==> config.mk <==
export PLATFORM = sky130hd
export DESIGN_NAME = pcg_clock_mode_generator
export DESIGN_NICKNAME = d
export VERILOG_FILES = /design/src/hdl/pcg_pkg.sv /design/src/hdl/pcg_sync.sv /design/src/hdl/pcg_tick_gen.sv /design/src/hdl/pcg_clock_mode_generator.sv
export VERILOG_INCLUDE_DIRS = /design/src /design/src/hdl
export SDC_FILE = /design/constraint.sdc
export NUM_CORES = 1
export LEC_CHECK = 0
export ABC_AREA = 1
export BUFFER_PORTS_ARGS = -buffer_cell sky130_fd_sc_hd__buf_4
export CORE_ASPECT_RATIO = 0.9
export CORE_MARGIN = 1
export CORE_UTILIZATION = 40
export DETAILED_ROUTE_END_ITERATION = 16
export HOLD_SLACK_MARGIN = 0.1
export RECOVER_POWER = 100
export SYNTH_ARGS = -nofsm -noshare
export SYNTH_HDL_FRONTEND = slang
export SYNTH_SLANG_ARGS = --single-unit
==> constraint.sdc <==
create_clock -name clock -period 7.4 [get_ports clock]
set_clock_uncertainty 0.2 [all_clocks]
set_input_delay 0.37 -clock clock [delete_from_list [all_inputs] [get_ports clock]]
set_output_delay 0.37 -clock clock [all_outputs]
set_load 0.01 [all_outputs]
==> src/hdl/pcg_defs.svh <==
// Register offsets, field positions and strap reset values of the clock mode generator
`ifndef PCG_DEFS_SVH
`define PCG_DEFS_SVH

// =====================================================================
// Register map
`define PCG_CLOCK_MODE_ADDR   16'h0058

// =====================================================================
// Field positions of clock_mode_config
`define PCG_MUL_HI            15
`define PCG_MUL_LO            12
`define PCG_DIV_BIT           11
`define PCG_CNT_HI            10
`define PCG_CNT_LO            3
`define PCG_ON_BIT            2
`define PCG_NDIV_BIT          1
`define PCG_STAT_BIT          0

// Multiplier field value that selects x1 in PLL mode with the divide bit clear (x8 with it set) and 1/4 in divider mode
`define PCG_MUL_SPECIAL       4'hf

// =====================================================================
// Reset values selected by the straps {a,b,c}
`define PCG_RST_DIV2_OSC_OFF  16'h0000
`define PCG_RST_PLL_X10       16'h9007
`define PCG_RST_PLL_X5        16'h4007
`define PCG_RST_PLL_X2        16'h1007
`define PCG_RST_PLL_X1        16'hf007
`define PCG_RST_DIV2_OSC_ON   16'h0000
`define PCG_RST_DIV4          16'hf000
`define PCG_RST_BYPASS        16'h0000

// =====================================================================
// Timing counts
`define PCG_LOCK_UNIT         16
`define PCG_PERIOD_W          16

`endif

==> src/hdl/pcg_pkg.sv <==
// Types shared by the clock mode generator modules
package pcg_pkg;

    typedef logic [15:0] pcg_word_t;
    typedef logic [2:0]  pcg_strap_t;

    typedef enum logic [1:0] {
        PCG_PLL_OFF,
        PCG_PLL_ACQUIRE,
        PCG_PLL_LOCKED
    } pcg_pll_state_t;

endpackage

==> src/hdl/pcg_sync.sv <==
// Two flip-flop synchroniser for asynchronous pin levels
`timescale 1ns/1ps

module pcg_sync #(
    parameter int WIDTH = 1
) (
    input  wire logic             clock,
    input  wire logic [WIDTH-1:0] async_in,
    output logic      [WIDTH-1:0] sync_out
);

    logic [WIDTH-1:0] stage1;

    // No reset: the straps must be caught while reset is still held low
    always_ff @(posedge clock) begin
        stage1   <= async_in;
        sync_out <= stage1;
    end

endmodule

==> src/hdl/pcg_tick_gen.sv <==
// Fractional tick generator that synthesises the multiplied clock
`timescale 1ns/1ps

module pcg_tick_gen #(
    parameter int PERIOD_W = 16
) (
    input  wire logic                clock,
    input  wire logic                nrst,
    input  wire logic                enable,
    input  wire logic [PERIOD_W-1:0] period,
    input  wire logic [4:0]          num,
    input  wire logic [1:0]          den,
    output logic                     tick
);

    localparam int ACC_W = PERIOD_W + 3;

    logic [ACC_W-1:0] acc;
    logic [ACC_W-1:0] limit;
    logic [ACC_W-1:0] next_acc;

    // Two ticks per output period, so the step is twice the numerator
    always_comb begin
        limit    = ACC_W'(period) * ACC_W'(den);
        next_acc = acc + ACC_W'({num, 1'b0});
    end

    // Output saturates at one tick per system clock when the ratio is too high
    always_ff @(posedge clock or negedge nrst) begin
        if (!nrst) begin
            acc  <= '0;
            tick <= 1'b0;
        end else if (!enable || limit == '0) begin
            acc  <= '0;
            tick <= 1'b0;
        end else if (next_acc >= limit) begin
            acc  <= next_acc - limit;
            tick <= 1'b1;
        end else begin
            acc  <= next_acc;
            tick <= 1'b0;
        end
    end

endmodule

==> src/hdl/pcg_clock_mode_generator.sv <==
// Clock mode generator: strap-loaded mode register, PLL model, divider and lock timer
//
// How it works
// Divider mode divides the reference by 2 or 4
// PLL mode multiplies the reference by 31 ratios
// PLL acquires lock first, then keeps tracking
// Lock timer holds off PLL clocking until lock
// 16-bit mode register at address 0058h
// Reset value depends only on three strap pins
// Straps sampled while reset held low
// Software may rewrite the mode register later
// Oscillator enable follows straps at all times
// Straps 000 load 0000h, oscillator off
// Straps 001 load 9007h, PLL times 10
// Straps 010 load 4007h, PLL times 5
// Straps 100 load 1007h, PLL times 2
// Straps 110 load f007h, PLL times 1
// Straps 111 load 0000h, oscillator on
// Straps 101 load f000h, divide by 4
// PLL may be powered off in divider mode
// Software enables PLL and picks multiplier ratio
// System must not strap reserved pattern 011
// Run from divider until lock timer expires
`timescale 1ns/1ps
`include "pcg_defs.svh"

module pcg_clock_mode_generator
    import pcg_pkg::*;
#(
    parameter int LOCK_UNIT = `PCG_LOCK_UNIT,
    parameter int PERIOD_W  = `PCG_PERIOD_W
) (
    input  wire logic        clock,
    input  wire logic        nrst,
    input  wire logic        mode_strap_a,
    input  wire logic        mode_strap_b,
    input  wire logic        mode_strap_c,
    input  wire logic        ref_clock_input,
    output logic             crystal_return_pin,
    input  wire logic [15:0] reg_addr,
    input  wire logic        reg_write,
    input  wire logic        reg_read,
    input  wire logic [15:0] reg_wdata,
    output logic      [15:0] reg_rdata,
    output logic             reg_rvalid,
    output logic             device_clock,
    output logic             pll_locked,
    output logic             pll_powered,
    output logic             pll_clocking,
    output logic             osc_enable
);

    localparam int LOCK_W = 9 + $clog2(LOCK_UNIT);

    // =====================================================================
    // Decoding helpers

    function automatic pcg_word_t strap_reset_value(input pcg_strap_t s);
        case (s)
            3'b000:  strap_reset_value = `PCG_RST_DIV2_OSC_OFF;
            3'b001:  strap_reset_value = `PCG_RST_PLL_X10;
            3'b010:  strap_reset_value = `PCG_RST_PLL_X5;
            3'b100:  strap_reset_value = `PCG_RST_PLL_X2;
            3'b110:  strap_reset_value = `PCG_RST_PLL_X1;
            3'b111:  strap_reset_value = `PCG_RST_DIV2_OSC_ON;
            3'b101:  strap_reset_value = `PCG_RST_DIV4;
            default: strap_reset_value = `PCG_RST_BYPASS;
        endcase
    endfunction

    // Multiplier as numerator over denominator: 15 whole ratios plus 16 halves
    function automatic logic [6:0] pll_ratio(input logic [3:0] mul, input logic div);
        logic [4:0] n;
        logic [1:0] d;
        n = 5'(mul) + 5'h01;
        d = 2'h1;
        if (div) begin
            d = 2'h2;
        end else if (mul == `PCG_MUL_SPECIAL) begin
            n = 5'h01;
        end
        pll_ratio = {n, d};
    endfunction

    // =====================================================================
    // Pin synchronisation

    logic [3:0] pins_sync;
    pcg_strap_t strap;
    logic       ref_s;
    logic       ref_q;
    logic       ref_rise;

    pcg_sync #(
        .WIDTH (4)
    ) u_pin_sync (
        .clock    (clock),
        .async_in ({mode_strap_a, mode_strap_b, mode_strap_c, ref_clock_input}),
        .sync_out (pins_sync)
    );

    assign strap    = pins_sync[3:1];
    assign ref_s    = pins_sync[0];
    assign ref_rise = ref_s & ~ref_q;

    always_ff @(posedge clock or negedge nrst) begin
        if (!nrst) begin
            ref_q <= 1'b0;
        end else begin
            ref_q <= ref_s;
        end
    end

    // =====================================================================
    // Oscillator control, independent of reset state

    // No reset: the oscillator choice keeps following the straps while reset is held
    always_ff @(posedge clock) begin
        osc_enable         <= (strap != 3'b000);                 // see
        crystal_return_pin <= osc_enable & ~ref_s;
    end

    // =====================================================================
    // Clock mode register

    pcg_word_t cfg;
    logic      loaded;
    logic      write_hit;
    logic      restart;

    assign write_hit = loaded & reg_write & (reg_addr == `PCG_CLOCK_MODE_ADDR);

    // Straps were held in the synchroniser during reset; caught at the first edge after release
    always_ff @(posedge clock or negedge nrst) begin
        if (!nrst) begin
            loaded <= 1'b0;
            cfg    <= '0;
        end else if (!loaded) begin
            loaded <= 1'b1;
            cfg    <= strap_reset_value(strap);                   // see see see
        end else if (write_hit) begin
            cfg    <= reg_wdata;                                  // see
        end
    end
    // Reserved pattern 011 falls back to 0000h

    always_ff @(posedge clock or negedge nrst) begin
        if (!nrst) begin
            restart <= 1'b0;
        end else begin
            restart <= !loaded || write_hit;
        end
    end

    always_ff @(posedge clock or negedge nrst) begin
        if (!nrst) begin
            reg_rdata  <= '0;
            reg_rvalid <= 1'b0;
        end else if (reg_read && reg_addr == `PCG_CLOCK_MODE_ADDR) begin
            reg_rdata  <= {cfg[15:1], pll_clocking};
            reg_rvalid <= 1'b1;
        end else begin
            reg_rdata  <= '0;
            reg_rvalid <= 1'b0;
        end
    end

    // =====================================================================
    // Decoded mode

    logic       pll_wanted;
    logic       pll_on;
    logic       div4;
    logic [6:0] ratio;

    assign pll_wanted = cfg[`PCG_NDIV_BIT];
    assign pll_on     = cfg[`PCG_NDIV_BIT] | cfg[`PCG_ON_BIT];          // see
    assign div4       = cfg[`PCG_MUL_HI:`PCG_MUL_LO] == `PCG_MUL_SPECIAL;
    assign ratio      = pll_ratio(cfg[`PCG_MUL_HI:`PCG_MUL_LO], cfg[`PCG_DIV_BIT]);

    // =====================================================================
    // Reference period measurement

    logic [PERIOD_W-1:0] per_cnt;
    logic [PERIOD_W-1:0] period;

    always_ff @(posedge clock or negedge nrst) begin
        if (!nrst) begin
            per_cnt <= '0;
            period  <= '0;
        end else if (ref_rise) begin
            per_cnt <= '0;
            period  <= per_cnt + PERIOD_W'(1);
        end else if (per_cnt != '1) begin
            per_cnt <= per_cnt + PERIOD_W'(1);
        end
    end

    // =====================================================================
    // PLL acquisition and tracking

    pcg_pll_state_t pll_state;
    logic           seen_edge;

    always_ff @(posedge clock or negedge nrst) begin
        if (!nrst) begin
            pll_state <= PCG_PLL_OFF;
            seen_edge <= 1'b0;
        end else if (!pll_on) begin
            pll_state <= PCG_PLL_OFF;
            seen_edge <= 1'b0;
        end else begin
            case (pll_state)
                PCG_PLL_OFF: begin
                    pll_state <= PCG_PLL_ACQUIRE;
                    seen_edge <= 1'b0;
                end
                PCG_PLL_ACQUIRE: begin
                    if (ref_rise) begin
                        seen_edge <= 1'b1;
                        if (seen_edge) begin
                            pll_state <= PCG_PLL_LOCKED;
                        end
                    end
                end
                PCG_PLL_LOCKED: begin
                    pll_state <= PCG_PLL_LOCKED;
                end
                default: begin
                    pll_state <= PCG_PLL_OFF;
                end
            endcase
        end
    end

    always_ff @(posedge clock or negedge nrst) begin
        if (!nrst) begin
            pll_locked  <= 1'b0;
            pll_powered <= 1'b0;
        end else begin
            pll_locked  <= pll_state == PCG_PLL_LOCKED;
            pll_powered <= pll_on;
        end
    end

    // =====================================================================
    // Lock timer, counted in reference cycles

    logic [LOCK_W-1:0] lock_cnt;

    always_ff @(posedge clock or negedge nrst) begin
        if (!nrst) begin
            lock_cnt <= '0;
        end else if (restart) begin
            lock_cnt <= LOCK_W'(cfg[`PCG_CNT_HI:`PCG_CNT_LO]) * LOCK_W'(LOCK_UNIT);
        end else if (ref_rise && pll_on && lock_cnt != '0) begin
            lock_cnt <= lock_cnt - LOCK_W'(1);
        end
    end

    always_ff @(posedge clock or negedge nrst) begin
        if (!nrst) begin
            pll_clocking <= 1'b0;
        end else begin
            // Restart cycle blocks the switch until the timer has been reloaded
            pll_clocking <= pll_wanted && pll_state == PCG_PLL_LOCKED && lock_cnt == '0 && !restart;
        end
    end

    // =====================================================================
    // Device clock synthesis

    logic pll_tick;
    logic div_phase;

    pcg_tick_gen #(
        .PERIOD_W (PERIOD_W)
    ) u_tick_gen (
        .clock  (clock),
        .nrst   (nrst),
        .enable (pll_state == PCG_PLL_LOCKED),
        .period (period),
        .num    (ratio[6:2]),
        .den    (ratio[1:0]),
        .tick   (pll_tick)
    );

    always_ff @(posedge clock or negedge nrst) begin
        if (!nrst) begin
            div_phase <= 1'b0;
        end else if (ref_rise) begin
            div_phase <= div4 ? ~div_phase : 1'b0;
        end
    end

    always_ff @(posedge clock or negedge nrst) begin
        if (!nrst) begin
            device_clock <= 1'b0;
        end else if (pll_clocking) begin
            if (pll_tick) begin
                device_clock <= ~device_clock;
            end
        end else if (ref_rise && (!div4 || pll_wanted || div_phase)) begin
            device_clock <= ~device_clock;                        // see
        end
    end

endmodule

==> results.md <==
* Average instance area after synthesis at around 7.7 sq um
* Total number of H-tree levels at 4
* Failing checks: max-capacitance violations, max-slew violations
* Inserted Diodes at 0
* Violation count after the first detailed-route iteration at 319
* Slew at the pin closest to its max-slew limit at ~2.2 ns
* Number of clock sinks seen by CTS at 118
* Top cells by area, synth: sky130_fd_sc_hd__dfrtp_1 37%, sky130_fd_sc_hd__nand2_1 13%, sky130_fd_sc_hd__inv_1 6.4%, sky130_fd_sc_hd__ha_1 5.3%, sky130_fd_sc_hd__nor2_1 4.7%
* Clock period minus worst slack at approximately 6.0 ns
* Number of flops mapped to enable cells by yosys at 0
* Netlist area before placement at approximately 0.0074 sq mm
* Max-slew violation count at 43
* WP data arrival at 6.10 ns
* CP endpoint kind: flip-flop
* Number of distinct standard cells referenced by the synthesized netlist at 48
* Max stage delay cell, worst path: sky130_fd_sc_hd__nor2_1
* Number of register bits inferred by synthesis at 118
* Combined buffer and inverter count along the critical path at 3
* Number of hold-repair buffers added at the cts stage at 20
* Vias in the first global route at roughly 5900
* RSZ-0062 raised after global routing: false
* Total number of nets in the final design at about 1100
* Root Buffer Master: sky130_fd_sc_hd__clkbuf_16
* Sequential Area at between 0.002 and 0.003 sq mm
* Fill cell total of the finished layout at between 1500 and 2000
* Top achievable clock speed at ~0.17 GHz
* Gate family responsible for the most delay along the worst path: simple AND/OR/NAND/NOR gates
* Max_slew headroom at -48.7%
* Cell mode on critical path: sky130_fd_sc_hd__nand2_1
* Antenna violations before repair at 0
* Standard-cell row count at 46
* Signed area change from the synthesized netlist to the final layout at 17.6%
* Cts bufs inserted at 17
* Static leakage at ~4.4 nW
* Post-cts sizing count at 0
* Buffers on Ports at about 60
* Gr ovfl total at 0
* Non-filler cells, final at about 1300
* Layout cell share with drive strength beyond 1 at a little under an eighth
* Detailed-placement wirelength estimate at about 12000 microns
* Worst Hold Class: flip-flop to flip-flop
* Sequential fraction of the synthesis area at 39.4%
* Gate count after technology mapping at approximately 960
* Die width at 145 microns
* Final ANT Viol Nets at 0
* Final hold slack at about 0.12 ns
* Area taken by multi-input logic gates at approximately 0.0038 sq mm
* Launching element type of the critical path: flip-flop
* Initial DRT Pass Iterations at 4
* Starting density of the core at between 40% and 50%
* Wire length of the first global-routing pass at approximately 29000 microns
* Clock tree from TritonCTS: done
* Cell chain of the critical path: o21ai_0 -> ha_1 -> inv_1 -> fa_1 -> nand3b_1 -> nand2_1 -> nand2_1 -> a21boi_0 -> nand2_1 -> o21ai_0 -> inv_1 -> ha_1 -> nand2_1 -> inv_1 -> nand2_1 -> nand2_1 -> a21oi_1 -> nand2_1 -> nand2_1 -> nand2_1 -> nor2_1 -> o21ai_0 -> nor2_4
* Top_reg_cell synth: sky130_fd_sc_hd__dfrtp_1
* Clk buf depth at 2
* Combined global-route utilization of all metal layers at a little under a fifth
* Final worst-path cycle share at slightly above 80%
* Maximum fanout count along the critical path at 35
* Overall via count from detail_route at around 6200
* Post-Synthesis Net Count at approximately 1000
* Critical Setup Path Class: flip-flop to flip-flop
* Maximum number of pins on one net before global-route repair at 68
* Final hold violation count at 0
* Area share of the largest cell type after synthesis at 36.7%
* Largest stage delay, worst path at between 1 and 1.5 ns
* Setup-failing EPs final at 0
* Number of maximum-capacitance constraint violations at 1
* Area of the placeable core at between 0.015 and 0.02 sq mm
* Outcome: finished with violations
* Total routed wirelength at ~17000 microns
* Clock Latency Late Sink at roughly 0.42 ns
* Io pins at 63
* Weighted congestion reported at the end of routability-driven placement at between 0.8 and 0.9
* Cell type with the highest aggregate area in the netlist: sky130_fd_sc_hd__dfrtp_1
* Vias per cell at around 4.7
* Die Area at roughly 0.019 sq mm
* Synth warnings at 0
* Cell Pwr Density at roughly 400 mW/mm^2
* Register clock-pin slew on the reported worst setup and hold paths at ~0.050 ns
* DRC Markers at 0
* Worst path required time at roughly 7.5 ns
* Async S/R FF share, synth at between 90% and 100%
* Routed WL per cell at roughly 13 microns
* Die extent in y at 131 microns
* # placed instances at ~1200
* Peak VDD IR at approximately 0.00019 V
* Setup Buffers After CTS at 0
* Post-Route Setup TNS at 0 ns
per-layer routing:
layer  wire [microns]  share of wire [%]  GRT usage, %
met5                0                  0             0
met4              232                1.4          7.06
met3              517                3.1          3.47
met1             8660                 52          26.7
met2             7220                 43          29.7
cell usage after synthesis, types with 2 or more instances:
cell type	n
sky130_fd_sc_hd__nand2_1	253
sky130_fd_sc_hd__inv_1	126
sky130_fd_sc_hd__dfrtp_1	108
sky130_fd_sc_hd__nor2_1	92
sky130_fd_sc_hd__nand3_1	58
sky130_fd_sc_hd__o21ai_0	56
sky130_fd_sc_hd__ha_1	31
sky130_fd_sc_hd__xor2_1	30
sky130_fd_sc_hd__a21oi_1	28
sky130_fd_sc_hd__nand4_1	19
sky130_fd_sc_hd__xnor2_1	17
sky130_fd_sc_hd__nor2_4	14
sky130_fd_sc_hd__nor3_1	13
sky130_fd_sc_hd__clkbuf_1	12
sky130_fd_sc_hd__nand2_2	11
sky130_fd_sc_hd__dfxtp_1	10
sky130_fd_sc_hd__o221ai_1	9
sky130_fd_sc_hd__nand2_4	8
sky130_fd_sc_hd__nor2_2	8
sky130_fd_sc_hd__buf_6	7
sky130_fd_sc_hd__nand3b_1	5
sky130_fd_sc_hd__nor4_1	4
sky130_fd_sc_hd__o21ai_1	4
sky130_fd_sc_hd__or2_2	4
sky130_fd_sc_hd__o211ai_1	3
sky130_fd_sc_hd__o22ai_1	3
sky130_fd_sc_hd__a21o_1	2
sky130_fd_sc_hd__a31oi_1	2
sky130_fd_sc_hd__buf_12	2
sky130_fd_sc_hd__conb_1	2
sky130_fd_sc_hd__fa_1	2
sky130_fd_sc_hd__inv_2	2
sky130_fd_sc_hd__nand3_2	2
sky130_fd_sc_hd__o21bai_1	2
cell type report:
| type | count | share of cell area (%) |
|---|---|---|
| multi-input cells | 694 | 43.8 |
| flip-flops and latches | 118 | 33.5 |
| repair buffers | 83 | 6.68 |
| inverters | 130 | 5.69 |
| clock buffers | 21 | 5.43 |
| well taps | 240 | 3.46 |
| clock inverters | 11 | 1.43 |
state kept, by name, summed over array words and instances, names as in the netlist, 2 cells and up:
register and flops:
cfg 15, lock_cnt 13, per_cnt 16, period 16, pll_state 2, reg_rdata 16, u_pin_sync.stage1 4, u_pin_sync.sync_out 4
u_tick_gen.acc 19
kinds of logic after synthesis:
logic type	share of synthesized area, %
AOI/OAI and AO/OA	9.23
xor gates and xnor gates	5.81
adders and majority gates	5.81
buffers and inverters	8.91
DFF	39.4
other	0.102
and+or+nand+nor	30.8
path summary, 6_finish.rpt:
check	start	endpoint	slack, ns	cells past startpoint
max in group asynchronous	nrst	per_cnt[10]$_DFFE_PN0P_	4.19	3
min reg2reg	u_pin_sync.stage1[1]$_DFF_P_	u_pin_sync.sync_out[1]$_DFF_P_	0.12	0
max reg2reg	cfg[11]$_DFFE_PN0P_	u_tick_gen.acc[14]$_DFF_PN0_	1.44	23
max	cfg[11]$_DFFE_PN0P_	u_tick_gen.acc[14]$_DFF_PN0_	1.44	23
min	u_pin_sync.stage1[1]$_DFF_P_	u_pin_sync.sync_out[1]$_DFF_P_	0.12	0
min in group asynchronous	nrst	reg_rvalid$_DFF_PN0_	0.97	2
where the power goes:
group | internal (W) | leakage [nW] | total [W] | switching [W]
sequential | 0.000734 | 1.53 | 0.000802 | 0.0000679
clock | 0.000523 | 0.286 | 0.000823 | 0.000300
combinational | 0.000649 | 2.58 | 0.00182 | 0.00117
stage by stage:
stage	area [sq um]	utilization [%]	setup slack [ns]	power, W
final	8670	48.6	1.44	0.00345
after global placement	7980	44.7	2.11	0.00260
after floorplan	7370	-	3.18	0.00231
after detailed placement	7980	44.7	2.11	0.00261
after global routing	8670	48.6	0.927	0.00376
after CTS	8780	49.2	2.10	0.00347
worst reg2reg max path: cells and delay by family, from the launching register on:
family,cells,cell delay (ns)
DFF,1,0.76
adders and majority gates,3,1.04
buffers and inverters,3,0.23
AOI/OAI and AO/OA,5,1.50
and+or+nand+nor,12,2.15
layout by cell type, fill, tap and decap left out, types with 4 or more instances in the layout:
cell	count
sky130_fd_sc_hd__clkbuf_4	5
sky130_fd_sc_hd__clkbuf_16	17
sky130_fd_sc_hd__nor2_2	9
sky130_fd_sc_hd__buf_4	33
sky130_fd_sc_hd__xor2_1	30
sky130_fd_sc_hd__inv_1	126
sky130_fd_sc_hd__nor2_1	92
sky130_fd_sc_hd__dfrtp_1	108
sky130_fd_sc_hd__o221ai_1	9
sky130_fd_sc_hd__o21ai_1	4
sky130_fd_sc_hd__dfxtp_1	10
sky130_fd_sc_hd__a21oi_1	28
sky130_fd_sc_hd__ha_1	31
sky130_fd_sc_hd__dlygate4sd3_1	20
sky130_fd_sc_hd__nand2_4	8
sky130_fd_sc_hd__or2_2	4
sky130_fd_sc_hd__xnor2_1	17
sky130_fd_sc_hd__nor4_1	4
sky130_fd_sc_hd__nand3_1	59
sky130_fd_sc_hd__nand2_2	11
sky130_fd_sc_hd__o21ai_0	56
sky130_fd_sc_hd__clkbuf_1	26
sky130_fd_sc_hd__nand3b_1	5
sky130_fd_sc_hd__nor2_4	13
sky130_fd_sc_hd__nor3_1	13
sky130_fd_sc_hd__nand2_1	253
sky130_fd_sc_hd__nand4_1	19
No activity file was read; power rests on OpenSTA's default activity.
